`config.mk`:
```
export PLATFORM = sky130hd
export DESIGN_NAME = sfb_bridge
export DESIGN_NICKNAME = d
export VERILOG_FILES = /design/src/rtl/sfb_pkg.sv /design/src/rtl/sfb_bridge.sv
export VERILOG_INCLUDE_DIRS = /design/src /design/src/rtl
export SDC_FILE = /design/constraint.sdc
export NUM_CORES = 2
export LEC_CHECK = 0
export ABC_AREA = 1
export BUFFER_PORTS_ARGS = -buffer_cell sky130_fd_sc_hd__buf_2
export CAP_MARGIN = 20
export CELL_PAD_IN_SITES_DETAIL_PLACEMENT = 2
export CELL_PAD_IN_SITES_GLOBAL_PLACEMENT = 2
export CORE_AREA = 2 2 377 379
export DETAILED_ROUTE_END_ITERATION = 16
export DIE_AREA = 0 0 379 381
export PLACE_DENSITY_LB_ADDON = 0.15
export SETUP_SLACK_MARGIN = 0.1
export SYNTH_ARGS = -nofsm -noshare
export SYNTH_HDL_FRONTEND = slang
export SYNTH_HIERARCHICAL = 1
export SYNTH_SLANG_ARGS = --single-unit
```
`constraint.sdc`:
```
create_clock -name pclk -period 4.3 [get_ports pclk]
set_input_delay 0.215 -clock pclk [delete_from_list [all_inputs] [get_ports pclk]]
set_output_delay 0.215 -clock pclk [all_outputs]
set_load 0.005 [all_outputs]
```
`src/rtl/sfb_consts.svh`:
```
// Offsets, field positions, reset values and timing counts of the frame bridge
`ifndef SFB_CONSTS_SVH
`define SFB_CONSTS_SVH
`define SFB_A_CTRL 12'h000
`define SFB_A_GAP 12'h004
`define SFB_A_FLEN 12'h008
`define SFB_A_DELIM 12'h00C
`define SFB_A_PER 12'h010
`define SFB_A_STAT 12'h014
`define SFB_A_IN 12'h100
`define SFB_A_OUT 12'h200
`define SFB_AREA_HI 12'h01C
`define SFB_AREA 32
`define SFB_TX_MAX 8'h1E
`define SFB_B_CRC 2
`define SFB_B_LEN 3
`define SFB_B_AUTO 4
`define SFB_RST_GAP 16'h000A
`define SFB_RST_PER 16'h03E8
`define SFB_RST_FLEN 8'h01
`define SFB_MS_NS 1000000
`define SFB_CLK_NS 8
`define SFB_CYC_MS (`SFB_MS_NS / `SFB_CLK_NS)
`endif

```
`src/rtl/sfb_pkg.sv`:
```
// Types of the frame bridge
package sfb_pkg;
  typedef enum logic [1:0] {MODE_GAP, MODE_FIXED, MODE_DELIM} sfb_mode_t;
  typedef enum logic [1:0] {RX_HUNT, RX_COLLECT, RX_CHECK} sfb_rx_t;
  typedef enum logic {TX_IDLE, TX_SEND} sfb_tx_t;
  typedef struct packed {
    logic valid;
    logic [7:0] data;
  } sfb_byte_t;
  typedef struct packed {
    sfb_mode_t mode;
    logic crc_en;
    logic len_en;
    logic auto_en;
    logic [15:0] gap_ms;
    logic [15:0] per_ms;
    logic [7:0] flen;
    logic [7:0] sdel;
    logic [7:0] edel;
    logic [16:0] pre;
    logic [15:0] gap_cnt;
    logic [15:0] per_cnt;
    sfb_rx_t rx_st;
    logic [7:0] cnt;
    logic ovf;
    logic [15:0] crc;
    logic [15:0] hold;
    logic [31:0][7:0] rbuf;
    logic [31:0][7:0] pbuf;
    logic [31:0][7:0] obuf;
    logic [7:0] plen;
    logic [7:0] in_id;
    logic [7:0] drops;
    logic [7:0] last_id;
    sfb_tx_t tx_st;
    logic [5:0] tidx;
    logic [5:0] tlen;
    sfb_byte_t tx;
    logic [31:0] prdata;
    logic pslverr;
  } sfb_state_t;
endpackage

```
`src/rtl/sfb_bridge.sv`:
```
// Serial to exchange-area frame bridge with its receive FIFO
// What this block does
// - Output area: ID, length n, n payload bytes, then zero padding.
// - Input area: ID, length, received bytes, rest reads zero.
// - Each published frame advances the input ID by one.
// - Length byte in the input area only when the option is on.
// - Receive frame end chosen by gap, fixed length or delimiters.
// - Gap mode: timer restarts per byte; expiry closes the frame.
// - Gap mode with CRC: check all but last two bytes, drop on mismatch.
// - Fixed mode: end at count or gap; only full-length frames kept.
// - Fixed mode with CRC: length checked first, then CRC, failing frames dropped.
// - Delimiter mode: need start and end byte without gap, else drop.
// - Delimiter mode keeps the gap timer running while receiving.
// - Transmit count comes from the output length byte, any mode.
// - Default send: transmit only when the output ID changes.
// - Auto send: transmit every sending period, ID ignored.
//
// Implementation choices: the APB register port and the register addresses.
`timescale 1ns/1ps
`include "sfb_consts.svh"

module sfb_fifo #(
  parameter int W = 8,
  parameter int D = 8
) (
  input wire logic clk, // Clock
  input wire logic rst_n, // Async reset, active low
  input wire logic in_valid, // Write request
  output logic in_ready, // Not full
  input wire logic [W-1:0] in_data, // Write word
  output logic out_valid, // Not empty
  input wire logic out_ready, // Read request
  output logic [W-1:0] out_data // Head word
);
  localparam int AW = $clog2(D);
  typedef struct packed {
    logic [D-1:0][W-1:0] mem;
    logic [AW:0] wp;
    logic [AW:0] rp;
  } sfb_fifo_st_t;
  sfb_fifo_st_t s, n;
  logic full, empty;

  assign full = (s.wp[AW] != s.rp[AW]) && (s.wp[AW-1:0] == s.rp[AW-1:0]);
  assign empty = s.wp == s.rp;
  assign in_ready = !full;
  assign out_valid = !empty;
  assign out_data = s.mem[s.rp[AW-1:0]];

  always_comb begin
    n = s;
    if (in_valid && !full) begin
      n.mem[s.wp[AW-1:0]] = in_data;
      n.wp = s.wp + 1'b1;
    end
    if (out_ready && !empty) begin
      n.rp = s.rp + 1'b1;
    end
  end

  always_ff @(posedge clk or negedge rst_n) begin
    if (!rst_n) begin
      s <= '0;
    end else begin
      s <= n;
    end
  end
endmodule // sfb_fifo

////////////////////////////////////////////////////////////////////////////////

module sfb_bridge #(
  parameter logic [16:0] CYC_PER_MS = 17'(`SFB_CYC_MS)
) (
  input wire logic pclk, // Clock
  input wire logic presetn, // Async reset, active low
  input wire logic psel, // APB select
  input wire logic penable, // APB access phase
  input wire logic pwrite, // APB direction
  input wire logic [11:0] paddr, // APB byte address
  input wire logic [31:0] pwdata, // APB write data
  output logic [31:0] prdata, // APB read data
  output logic pready, // APB ready
  output logic pslverr, // APB error on unmapped address
  input wire logic rx_valid, // Serial byte in valid
  output logic rx_ready, // Serial byte in ready
  input wire logic [7:0] rx_data, // Serial byte in
  output logic tx_valid, // Serial byte out valid
  input wire logic tx_ready, // Serial byte out ready
  output logic [7:0] tx_data // Serial byte out
);
  sfb_pkg::sfb_state_t s, n;
  sfb_pkg::sfb_byte_t f;
  logic f_ready, take, tick, tmo, push, crc_use, crc_ok, pub, per_hit, fire;
  logic [7:0] plen_c;
  logic [7:0] olen;

  function automatic logic [15:0] crc_byte(input logic [15:0] c, input logic [7:0] b);
    logic [15:0] r;
    r = c ^ {8'h00, b};
    for (int i = 0; i < 8; i++) begin
      r = r[0] ? ((r >> 1) ^ 16'hA001) : (r >> 1);
    end
    return r;
  endfunction

  // One byte of the input area as the fieldbus side sees it
  function automatic logic [7:0] in_byte(input sfb_pkg::sfb_state_t t, input logic [4:0] k);
    logic [7:0] j;
    j = {3'h0, k} - (t.len_en ? 8'h02 : 8'h01);
    if (k == 5'h00) begin
      return t.in_id;
    end else if (k == 5'h01 && t.len_en) begin
      return t.plen;
    end else if (j < t.plen) begin
      return t.pbuf[j[4:0]];
    end
    return 8'h00;
  endfunction

  function automatic logic in_area(input logic [11:0] a, input logic [11:0] base);
    return a >= base && a <= base + `SFB_AREA_HI;
  endfunction

  sfb_fifo #(.W(8), .D(8)) u_fifo (
    .clk(pclk),
    .rst_n(presetn),
    .in_valid(rx_valid),
    .in_ready(rx_ready),
    .in_data(rx_data),
    .out_valid(f.valid),
    .out_ready(f_ready),
    .out_data(f.data)
  );

  assign prdata = s.prdata;
  assign pslverr = s.pslverr;
  assign pready = 1'b1;
  assign tx_valid = s.tx.valid;
  assign tx_data = s.tx.data;
  assign f_ready = s.rx_st != sfb_pkg::RX_CHECK;
  assign take = f.valid && f_ready;
  assign tick = s.pre == CYC_PER_MS - 17'h1;
  assign tmo = s.rx_st == sfb_pkg::RX_COLLECT && s.gap_cnt >= s.gap_ms;
  assign crc_use = s.crc_en && s.mode != sfb_pkg::MODE_DELIM;
  assign crc_ok = s.cnt >= 8'h03 && s.crc == {s.hold[7:0], s.hold[15:8]};
  assign plen_c = crc_use ? s.cnt - 8'h02 : s.cnt;
  assign pub = s.rx_st == sfb_pkg::RX_CHECK && !s.ovf && (!crc_use || crc_ok);
  assign per_hit = s.auto_en && tick && s.per_cnt + 16'h1 >= s.per_ms;
  assign olen = s.obuf[1] > `SFB_TX_MAX ? `SFB_TX_MAX : s.obuf[1];
  assign fire = s.auto_en ? per_hit : s.obuf[0] != s.last_id;

  always_comb begin
    n = s;
    push = 1'b0;
    n.pre = tick ? 17'h0 : s.pre + 17'h1;
    ////////////////////////////////////////////////////////////////////////////
    // Register bus: read data latched in setup, writes in access
    if (psel && !penable) begin
      n.pslverr = !(paddr[1:0] == 2'b00 && (paddr <= `SFB_A_STAT
                  || in_area(paddr, `SFB_A_IN) || in_area(paddr, `SFB_A_OUT)));
      n.prdata = 32'h0;
      if (!pwrite) begin
        unique case (paddr)
          `SFB_A_CTRL: n.prdata = {27'h0, s.auto_en, s.len_en, s.crc_en, s.mode};
          `SFB_A_GAP: n.prdata = {16'h0, s.gap_ms};
          `SFB_A_FLEN: n.prdata = {24'h0, s.flen};
          `SFB_A_DELIM: n.prdata = {16'h0, s.edel, s.sdel};
          `SFB_A_PER: n.prdata = {16'h0, s.per_ms};
          `SFB_A_STAT: n.prdata = {s.drops, 7'h0, s.tx_st == sfb_pkg::TX_SEND,
                                   s.plen, s.in_id};
          default: begin
            for (int i = 0; i < 4; i++) begin
              if (in_area(paddr, `SFB_A_IN)) begin
                n.prdata[8*i +: 8] = in_byte(s, {paddr[4:2], 2'(i)});
              end else if (in_area(paddr, `SFB_A_OUT)) begin
                n.prdata[8*i +: 8] = s.obuf[{paddr[4:2], 2'(i)}];
              end
            end
          end
        endcase
      end
    end
    if (psel && penable && pwrite && !s.pslverr) begin
      unique case (paddr)
        `SFB_A_CTRL: begin
          n.mode = pwdata[1:0] == 2'h3 ? sfb_pkg::MODE_GAP : sfb_pkg::sfb_mode_t'(pwdata[1:0]);
          n.crc_en = pwdata[`SFB_B_CRC];
          n.len_en = pwdata[`SFB_B_LEN];
          n.auto_en = pwdata[`SFB_B_AUTO];
        end
        `SFB_A_GAP: n.gap_ms = pwdata[15:0];
        `SFB_A_FLEN: n.flen = pwdata[7:0];
        `SFB_A_DELIM: {n.edel, n.sdel} = pwdata[15:0];
        `SFB_A_PER: n.per_ms = pwdata[15:0];
        default: begin
          if (in_area(paddr, `SFB_A_OUT)) begin
            for (int i = 0; i < 4; i++) begin
              n.obuf[{paddr[4:2], 2'(i)}] = pwdata[8*i +: 8];
            end
          end
        end
      endcase
    end
    ////////////////////////////////////////////////////////////////////////////
    // Receive framing
    if (s.rx_st == sfb_pkg::RX_COLLECT && tick) begin
      n.gap_cnt = s.gap_cnt + 16'h1;
    end
    unique case (s.rx_st)
      sfb_pkg::RX_HUNT: begin
        if (take) begin
          n.cnt = 8'h00;
          n.ovf = 1'b0;
          n.crc = 16'hFFFF;
          n.hold = 16'h0;
          n.gap_cnt = 16'h0;
          if (s.mode == sfb_pkg::MODE_DELIM) begin
            if (f.data == s.sdel) begin
              n.rx_st = sfb_pkg::RX_COLLECT;
            end
          end else begin
            push = 1'b1;
            n.rx_st = sfb_pkg::RX_COLLECT;
          end
        end
      end
      sfb_pkg::RX_COLLECT: begin
        if (take) begin
          n.gap_cnt = 16'h0;
          if (s.mode == sfb_pkg::MODE_DELIM && f.data == s.edel) begin
            n.rx_st = sfb_pkg::RX_CHECK;
          end else begin
            push = 1'b1;
          end
        end else if (tmo) begin
          if (s.mode == sfb_pkg::MODE_GAP) begin
            n.rx_st = sfb_pkg::RX_CHECK;
          end else begin
            n.rx_st = sfb_pkg::RX_HUNT;
            n.drops = s.drops + 8'h01;
          end
        end
      end
      sfb_pkg::RX_CHECK: begin
        n.rx_st = sfb_pkg::RX_HUNT;
        if (pub) begin
          n.pbuf = s.rbuf;
          n.plen = plen_c;
          n.in_id = s.in_id + 8'h01;
        end else begin
          n.drops = s.drops + 8'h01;
        end
      end
      default: n.rx_st = sfb_pkg::RX_HUNT;
    endcase
    if (push) begin
      if (n.cnt < 8'(`SFB_AREA)) begin
        n.rbuf[n.cnt[4:0]] = f.data;
      end else begin
        n.ovf = 1'b1;
      end
      if (n.cnt >= 8'h02) begin
        n.crc = crc_byte(n.crc, n.hold[15:8]);
      end
      n.hold = {n.hold[7:0], f.data};
      n.cnt = n.cnt == 8'hFF ? 8'hFF : n.cnt + 8'h01;
      if (s.mode == sfb_pkg::MODE_FIXED && n.cnt == s.flen) begin
        n.rx_st = sfb_pkg::RX_CHECK;
      end
    end
    ////////////////////////////////////////////////////////////////////////////
    // Transmit from the output area
    if (s.auto_en && tick) begin
      n.per_cnt = per_hit ? 16'h0 : s.per_cnt + 16'h1;
    end
    unique case (s.tx_st)
      sfb_pkg::TX_IDLE: begin
        if (fire) begin
          n.last_id = s.obuf[0];
          if (olen != 8'h00) begin
            n.tlen = olen[5:0];
            n.tidx = 6'h0;
            n.tx = '{valid: 1'b1, data: s.obuf[2]};
            n.tx_st = sfb_pkg::TX_SEND;
          end
        end
      end
      sfb_pkg::TX_SEND: begin
        if (tx_ready) begin
          if (s.tidx + 6'h1 == s.tlen) begin
            n.tx.valid = 1'b0;
            n.tx_st = sfb_pkg::TX_IDLE;
          end else begin
            n.tidx = s.tidx + 6'h1;
            n.tx.data = s.obuf[5'(s.tidx + 6'h3)];
          end
        end
      end
    endcase
  end

  always_ff @(posedge pclk or negedge presetn) begin
    if (!presetn) begin
      s <= '0;
      s.mode <= sfb_pkg::MODE_GAP;
      s.rx_st <= sfb_pkg::RX_HUNT;
      s.tx_st <= sfb_pkg::TX_IDLE;
      s.gap_ms <= `SFB_RST_GAP;
      s.per_ms <= `SFB_RST_PER;
      s.flen <= `SFB_RST_FLEN;
    end else begin
      s <= n;
    end
  end
endmodule // sfb_bridge

```
## Word level (Yosys, flattened, before mapping)

Cells that the tools add are included.

| word-level totals | value |
|---|---|
| register bits | 1080 |
| logic and storage cells | 418 |

| operators by class | value |
|---|---|
| reduce and logical (&&, ||, !) cells | 60 |
| add/subtract/negate cells | 15 |
| equality and inequality tests | 32 |
| bitwise operators | 11 |
| magnitude comparators | 33 |
| mux-type cells | 133 |

Operator list:

| kind | number |
|---|---|
| $bwmux W256 | 5 |
| $mux W8 | 42 |
| $mux W299 | 1 |
| $mux W256 | 1 |
| $mux W16 | 13 |
| $bmux W8 S5 | 5 |
| $pmux W32 S6 | 1 |
| $bmux W8 S3 | 5 |
| $demux W8 S3 | 5 |
| $bwmux W64 | 1 |
| $lt A5 B6 Y1 const B | 10 |
| $mux W22 | 2 |
| $mux W43 | 1 |
| $mux W41 | 1 |
| $demux W8 S5 | 1 |
| $add A16 B1 Y16 const B | 2 |
| $ge A16 B16 Y1 | 2 |
| $lt A8 B8 Y1 | 4 |
| $mux W32 | 1 |
| $mux W1 | 30 |
| $logic_and A1 B1 Y1 | 27 |
| $ge A5 B1 Y1 const B | 5 |
| $add A8 B1 Y8 const B | 3 |
| $eq A12 B4 Y1 const B | 2 |
| other kinds (59) | 114 |

## Logic depth before layout (Yosys ltp)

| logic depth | value |
|---|---|
| depth in word-level cells | 26 |
| depth in mapped cells | 23 |
| gate-level depth less buffers | 23 |

## By module

Netlist, hierarchy kept.

By module, submodules not included:

| module | cells each | instances | area an instance (µm²) | seq. area each (µm²) |
|---|---|---|---|---|
| sfb_bridge | 6382 | 1 | 50623.6 | 25235.5 |
| sfb_fifo | 475 | 1 | 3883.7 | 1801.7 |

## Worst setup path before layout

OpenSTA, ideal clock, no wires.

| timing path | value |
|---|---|
| path kind | register to register |
| start point | register s[1004] (netlist name) |
| end point | register s (netlist bit prdata[3]) |
| setup time | 0.066 ns |
| clock period less this slack | 3.777 ns |
| cell stages (with the launch flop) | 20 |
| buffers on the path | 4 |
| arrival time | 3.712 ns |
| setup slack | 0.523 ns |
| cell sequence | dfrtp_1 -> inv_1 -> buf_2 -> clkbuf_1 -> clkbuf_1 -> ha_1 -> nand2_1 -> nand2_1 -> xor2_1 -> inv_2 -> clkbuf_1 -> ha_1 -> a21oi_1 -> o21ai_0 -> nor3b_1 -> o21ai_1 -> o2111ai_1 -> nand3_1 -> o211ai_1 -> nand2_1 |

RTL lines:

| what | line | text |
|---|---|---|
| end signal, assigned | sfb_bridge.sv:313 | `s <= n;` |
| end, declared | sfb_bridge.sv:92 | `sfb_pkg::sfb_state_t s, n;` |

==> qor_table.md <==
| Quantity | Reported |
|---|---|
| Result of the run | finished clean |
| Commonest cells in the netlist | sky130_fd_sc_hd__nand2_1, sky130_fd_sc_hd__o21ai_0, sky130_fd_sc_hd__dfrtp_1 |
| Area leader, netlist | sky130_fd_sc_hd__dfrtp_1 |
| Max clock buf depth | 3 |
| Minimum clock period after layout | 3912 ps |
| Vias per inst | 5.896 |
| Cell types with the largest area share after synthesis | sky130_fd_sc_hd__dfrtp_1, sky130_fd_sc_hd__nand2_1, sky130_fd_sc_hd__o21ai_0 |
| H-tree Lvls | 4 |
| Biggest cell delay along the critical path | 410 ps |
| Layout Nets | 6942 |
| Crit-path leading delay family | simple AND/OR/NAND/NOR gates |
| Number of CTS-inserted buffers | 135 |
| Final hold violations | 0 |
| Die outline area | 144400 um^2 |
| Violation count after the first detailed-routing iteration | 3928 |
| Max-Slew Margin vs Limit | 25.28% |
| RePlAce Congestion | 0.9117 |
| Sequential element share of the synthesized area | 49.60% |
| Initial core utilization | 38.78% |
| Clock-pin slew reported for the worst setup and hold paths after clock tree synthesis | 60 ps |
| Data arrival, critical path | 4540 ps |
| Count of filler cells inserted in the layout | 15.77k |
| Number of warnings reported in the yosys synthesis log | 6 |
| Total global-route track usage | 33.52% |
| Final-report max-slew violation count | 0 |
| Required time of the worst setup path | 4920 ps |
| Most used flip-flop cell after synthesis | sky130_fd_sc_hd__dfrtp_1 |
| Area added between synthesis and finish | 13.73% |
| Layout cell share with drive strength beyond 1 | 8.838% |
| Initial antenna violation count | 8 |
| Pwr per Cell Area | 616.5 nW/um^2 |
| Via count | 51.94k |
| Global-route wire length before repair | 364.7 mm |
| Yosys top cell area share | 49.17% |
| Critical Path Slowest Stage Cell | sky130_fd_sc_hd__nand2_2 |
| Highest net fanout along the worst path | 34 |
| WS Path Type | flip-flop to flip-flop |
| Critical Path End Type | flip-flop |
| Worst-path cell chain | clkinvlp_4 -> o21ai_0 -> o22ai_1 -> nand2_1 -> nand2_1 -> inv_2 -> buf_6 -> nand2_1 -> and3_1 -> nand3_2 -> nand2_2 -> a21oi_4 -> nand2_4 -> nor2_8 -> nand2_2 -> nand2_1 -> o21ai_0 |
| Number of top-level pins | 103 |
| Async set-or-reset flop fraction in the synthesized netlist | 100.0% |
| Classification of the worst-slack hold path | primary input to flip-flop |
| Detailed Place HPWL | 161.4 mm |
| TritonCTS Sinks | 1080 |
| Number of nets still failing antenna checks after routing | 0 |
| Synthesized instance count | 6857 |
| Fraction of the cycle the final worst path needs | 90.97% |
| First-pass detailed-route iteration total | 5 |
| Crit path buffers/inverters | 3 |
| Maximum achievable frequency | 255.6 MHz |
| Die height | 381 um |
| Final setup vio count | 0 |
| Die outline width | 379 um |
| Final Non-Filler Cells | 8810 |
| Number of global-route vias before repair | 55.60k |
| Number of library cell types mapped by synthesis | 71 |
| Core Rows | 138 |
| Number of flops mapped to enable cells by yosys | 0 |
| Synthesized area divided by synthesized cell count | 7.949 um^2 |
| Std-Cell Core Area | 140600 um^2 |
| Share of the core filled with cells | 44.11% |
| Synthesis-stage register bit count | 1080 |
| Static leakage | 28.55 nW |
| Clock latency on the worst-skew pair | 800 ps |
| Final clock skew | 28.28 ps |
| GR Overflow Total | 0 |
| Critical path launch point type | flip-flop |
| Setup repair after global routing missed its margin | yes |
| Syn_nets | 6988 |
| Total DRC errors in the routed layout | 0 |
| Max-cap violation count | 0 |
| Wire length per cell | 27.54 um |
| Cell count after placement | 8530 |
| Worst path most repeated cell | sky130_fd_sc_hd__nand2_1 |
| Leading cell type by number of instances after synthesis | sky130_fd_sc_hd__nand2_1 |
| Worst Tran Pin Value | 1121 ps |
| Post-Synthesis Cell Area | 54510 um^2 |
| Pin count of the biggest net entering global routing | 147 |
| Input/output buffers | 101 |
| Total Wirelength | 242.6 mm |
| Worst ir drop on vdd | 460.6 uV |
| Clock tree from TritonCTS | yes |
| CTS root buffer | sky130_fd_sc_hd__clkbuf_16 |
==> worst paths after layout <==
| kind | start | end | slack, ps | cells past startpoint |
|---|---|---|---|---|
| setup / recovery | u_fifo/s[1]$_DFFE_PN0P_ | s[761]$_DFFE_PN0P_ | 390 | 17 |
| hold / removal | pwdata[24] | s[143]$_DFFE_PN0P_ | 50 | 3 |
| setup reg to reg | u_fifo/s[1]$_DFFE_PN0P_ | s[761]$_DFFE_PN0P_ | 390 | 17 |
| hold reg to reg | s[930]$_DFF_PN0_ | s[930]$_DFF_PN0_ | 460 | 1 |
| max in group asynchronous | presetn | s[464]$_DFFE_PN0P_ | 2910 | 3 |
| min in group asynchronous | presetn | s[904]$_DFFE_PN0P_ | 150 | 2 |
==> worst reg2reg max path, cell delays in order, from the launching register on <==
cell and delay, ps:
sky130_fd_sc_hd__dfrtp_1 390, sky130_fd_sc_hd__clkinvlp_4 300, sky130_fd_sc_hd__o21ai_0 220, sky130_fd_sc_hd__o22ai_1 130, sky130_fd_sc_hd__nand2_1 80, sky130_fd_sc_hd__nand2_1 290
sky130_fd_sc_hd__inv_2 160, sky130_fd_sc_hd__buf_6 320, sky130_fd_sc_hd__nand2_1 110, sky130_fd_sc_hd__and3_1 190, sky130_fd_sc_hd__nand3_2 130, sky130_fd_sc_hd__nand2_2 100
sky130_fd_sc_hd__a21oi_4 150, sky130_fd_sc_hd__nand2_4 150, sky130_fd_sc_hd__nor2_8 270, sky130_fd_sc_hd__nand2_2 420, sky130_fd_sc_hd__nand2_1 200, sky130_fd_sc_hd__o21ai_0 120
==> state kept, by name, summed over array words and instances (netlist names) <==
signal and cells:
prdata 32, s 966, tx_valid 1, u_fifo/s 72, tx_data 8, pslverr 1
==> what timing repair did <==
item | 4_1_cts | 5_1_grt
setup buffers | 0 | 2
hold buffers | 32 | 0
resized for setup | 6 | 17
pin swaps | 0 | 1
hold endpoints to repair | 249 | 0
gates cloned | 0 | 0
endpoints found under the setup margin | 24 | 47
==> where the power goes <==
group / leakage [nW] / switching [mW] / internal [mW]
clock network: 2.26 / 4.77 / 7.23
registers: 14.7 / 1.26 / 11.7
logic: 11.6 / 9.66 / 3.58
==> through the flow <==
stage	TNS (ps)	setup slack, ps	power, mW	cell area [um^2]	hold slack (ps)
after floorplan	0	522.9	20.29	54510	-80.59
after global placement	0	195.5	25.43	56960	371.7
after detailed placement	-54.50	-35.41	26.01	56960	376.7
after CTS	0	212.5	38.24	61890	18.66
after global routing	0	46.14	40.09	61980	66.87
final	0	388.3	38.22	61990	45.32
==> cell type report <==
class | instances | area (um^2) | area share [%]
Clock inverter | 44 | 628.1 | 1.013
Tap cell | 1890 | 2365 | 3.815
Antenna cell | 7 | 17.52 | 0.02826
Sequential cell | 1080 | 27040 | 43.62
Clock buffer | 195 | 3956 | 6.382
Inverter | 480 | 1838 | 2.965
Timing Repair Buffer | 299 | 2456 | 3.962
Multi-Input combinational cell | 4815 | 23690 | 38.21
==> cells in the final DEF, fill, tap and decap left out, types with 11 or more instances in the layout <==
cell type	Yosys	routed
sky130_fd_sc_hd__nand3_1	276	271
sky130_fd_sc_hd__o22ai_1	145	145
sky130_fd_sc_hd__a31oi_1	11	11
sky130_fd_sc_hd__clkbuf_8	0	31
sky130_fd_sc_hd__dfrtp_1	1071	1069
sky130_fd_sc_hd__buf_4	41	135
sky130_fd_sc_hd__o211ai_1	102	102
sky130_fd_sc_hd__nor2_1	270	269
sky130_fd_sc_hd__a21oi_1	299	299
sky130_fd_sc_hd__nand4_1	130	130
sky130_fd_sc_hd__clkinv_2	0	18
sky130_fd_sc_hd__inv_6	1	11
sky130_fd_sc_hd__clkbuf_1	334	27
sky130_fd_sc_hd__or2_2	11	11
sky130_fd_sc_hd__o21ai_1	117	117
sky130_fd_sc_hd__o2111ai_1	18	18
sky130_fd_sc_hd__dlygate4sd3_1	0	32
sky130_fd_sc_hd__nand2_1	1978	1967
sky130_fd_sc_hd__bufinv_16	0	14
sky130_fd_sc_hd__xor2_1	62	61
sky130_fd_sc_hd__buf_12	1	29
sky130_fd_sc_hd__nor3_1	39	33
sky130_fd_sc_hd__inv_2	15	14
sky130_fd_sc_hd__nand2_2	22	28
sky130_fd_sc_hd__inv_1	456	450
sky130_fd_sc_hd__a32o_1	14	14
sky130_fd_sc_hd__clkbuf_16	0	137
sky130_fd_sc_hd__buf_2	64	100
sky130_fd_sc_hd__ha_1	72	70
sky130_fd_sc_hd__o21ai_0	1091	1091
sky130_fd_sc_hd__xnor2_1	25	24
==> metal layers <==
| metal | vias to the layer above | share of wire, % | track usage [%] | routed length, um |
|---|---|---|---|---|
| li1 | 22806 | - | - | - |
| met1 | 27253 | 43 | 45.36 | 105500 |
| met2 | 1463 | 47 | 54.14 | 113700 |
| met3 | 420 | 5.8 | 5.128 | 14170 |
| met4 | 2 | 3.8 | 12.40 | 9287 |
| met5 | - | 0.0054 | 0 | 13 |
==> logic make-up after synthesis <==
family                     after synthesis  synth area share (%)
muxes                                    1               0.01836
adders and majority gates               72                 1.653
AOI/OAI and AO/OA                     1874                 18.76
xor gates and xnor gates                88                 1.428
buffers and inverters                  962                 7.251
and+or+nand+nor                       2778                 21.27
DFF                                   1080                 49.60
other                                    2               0.01378
Power figures use the tool's default switching activity.
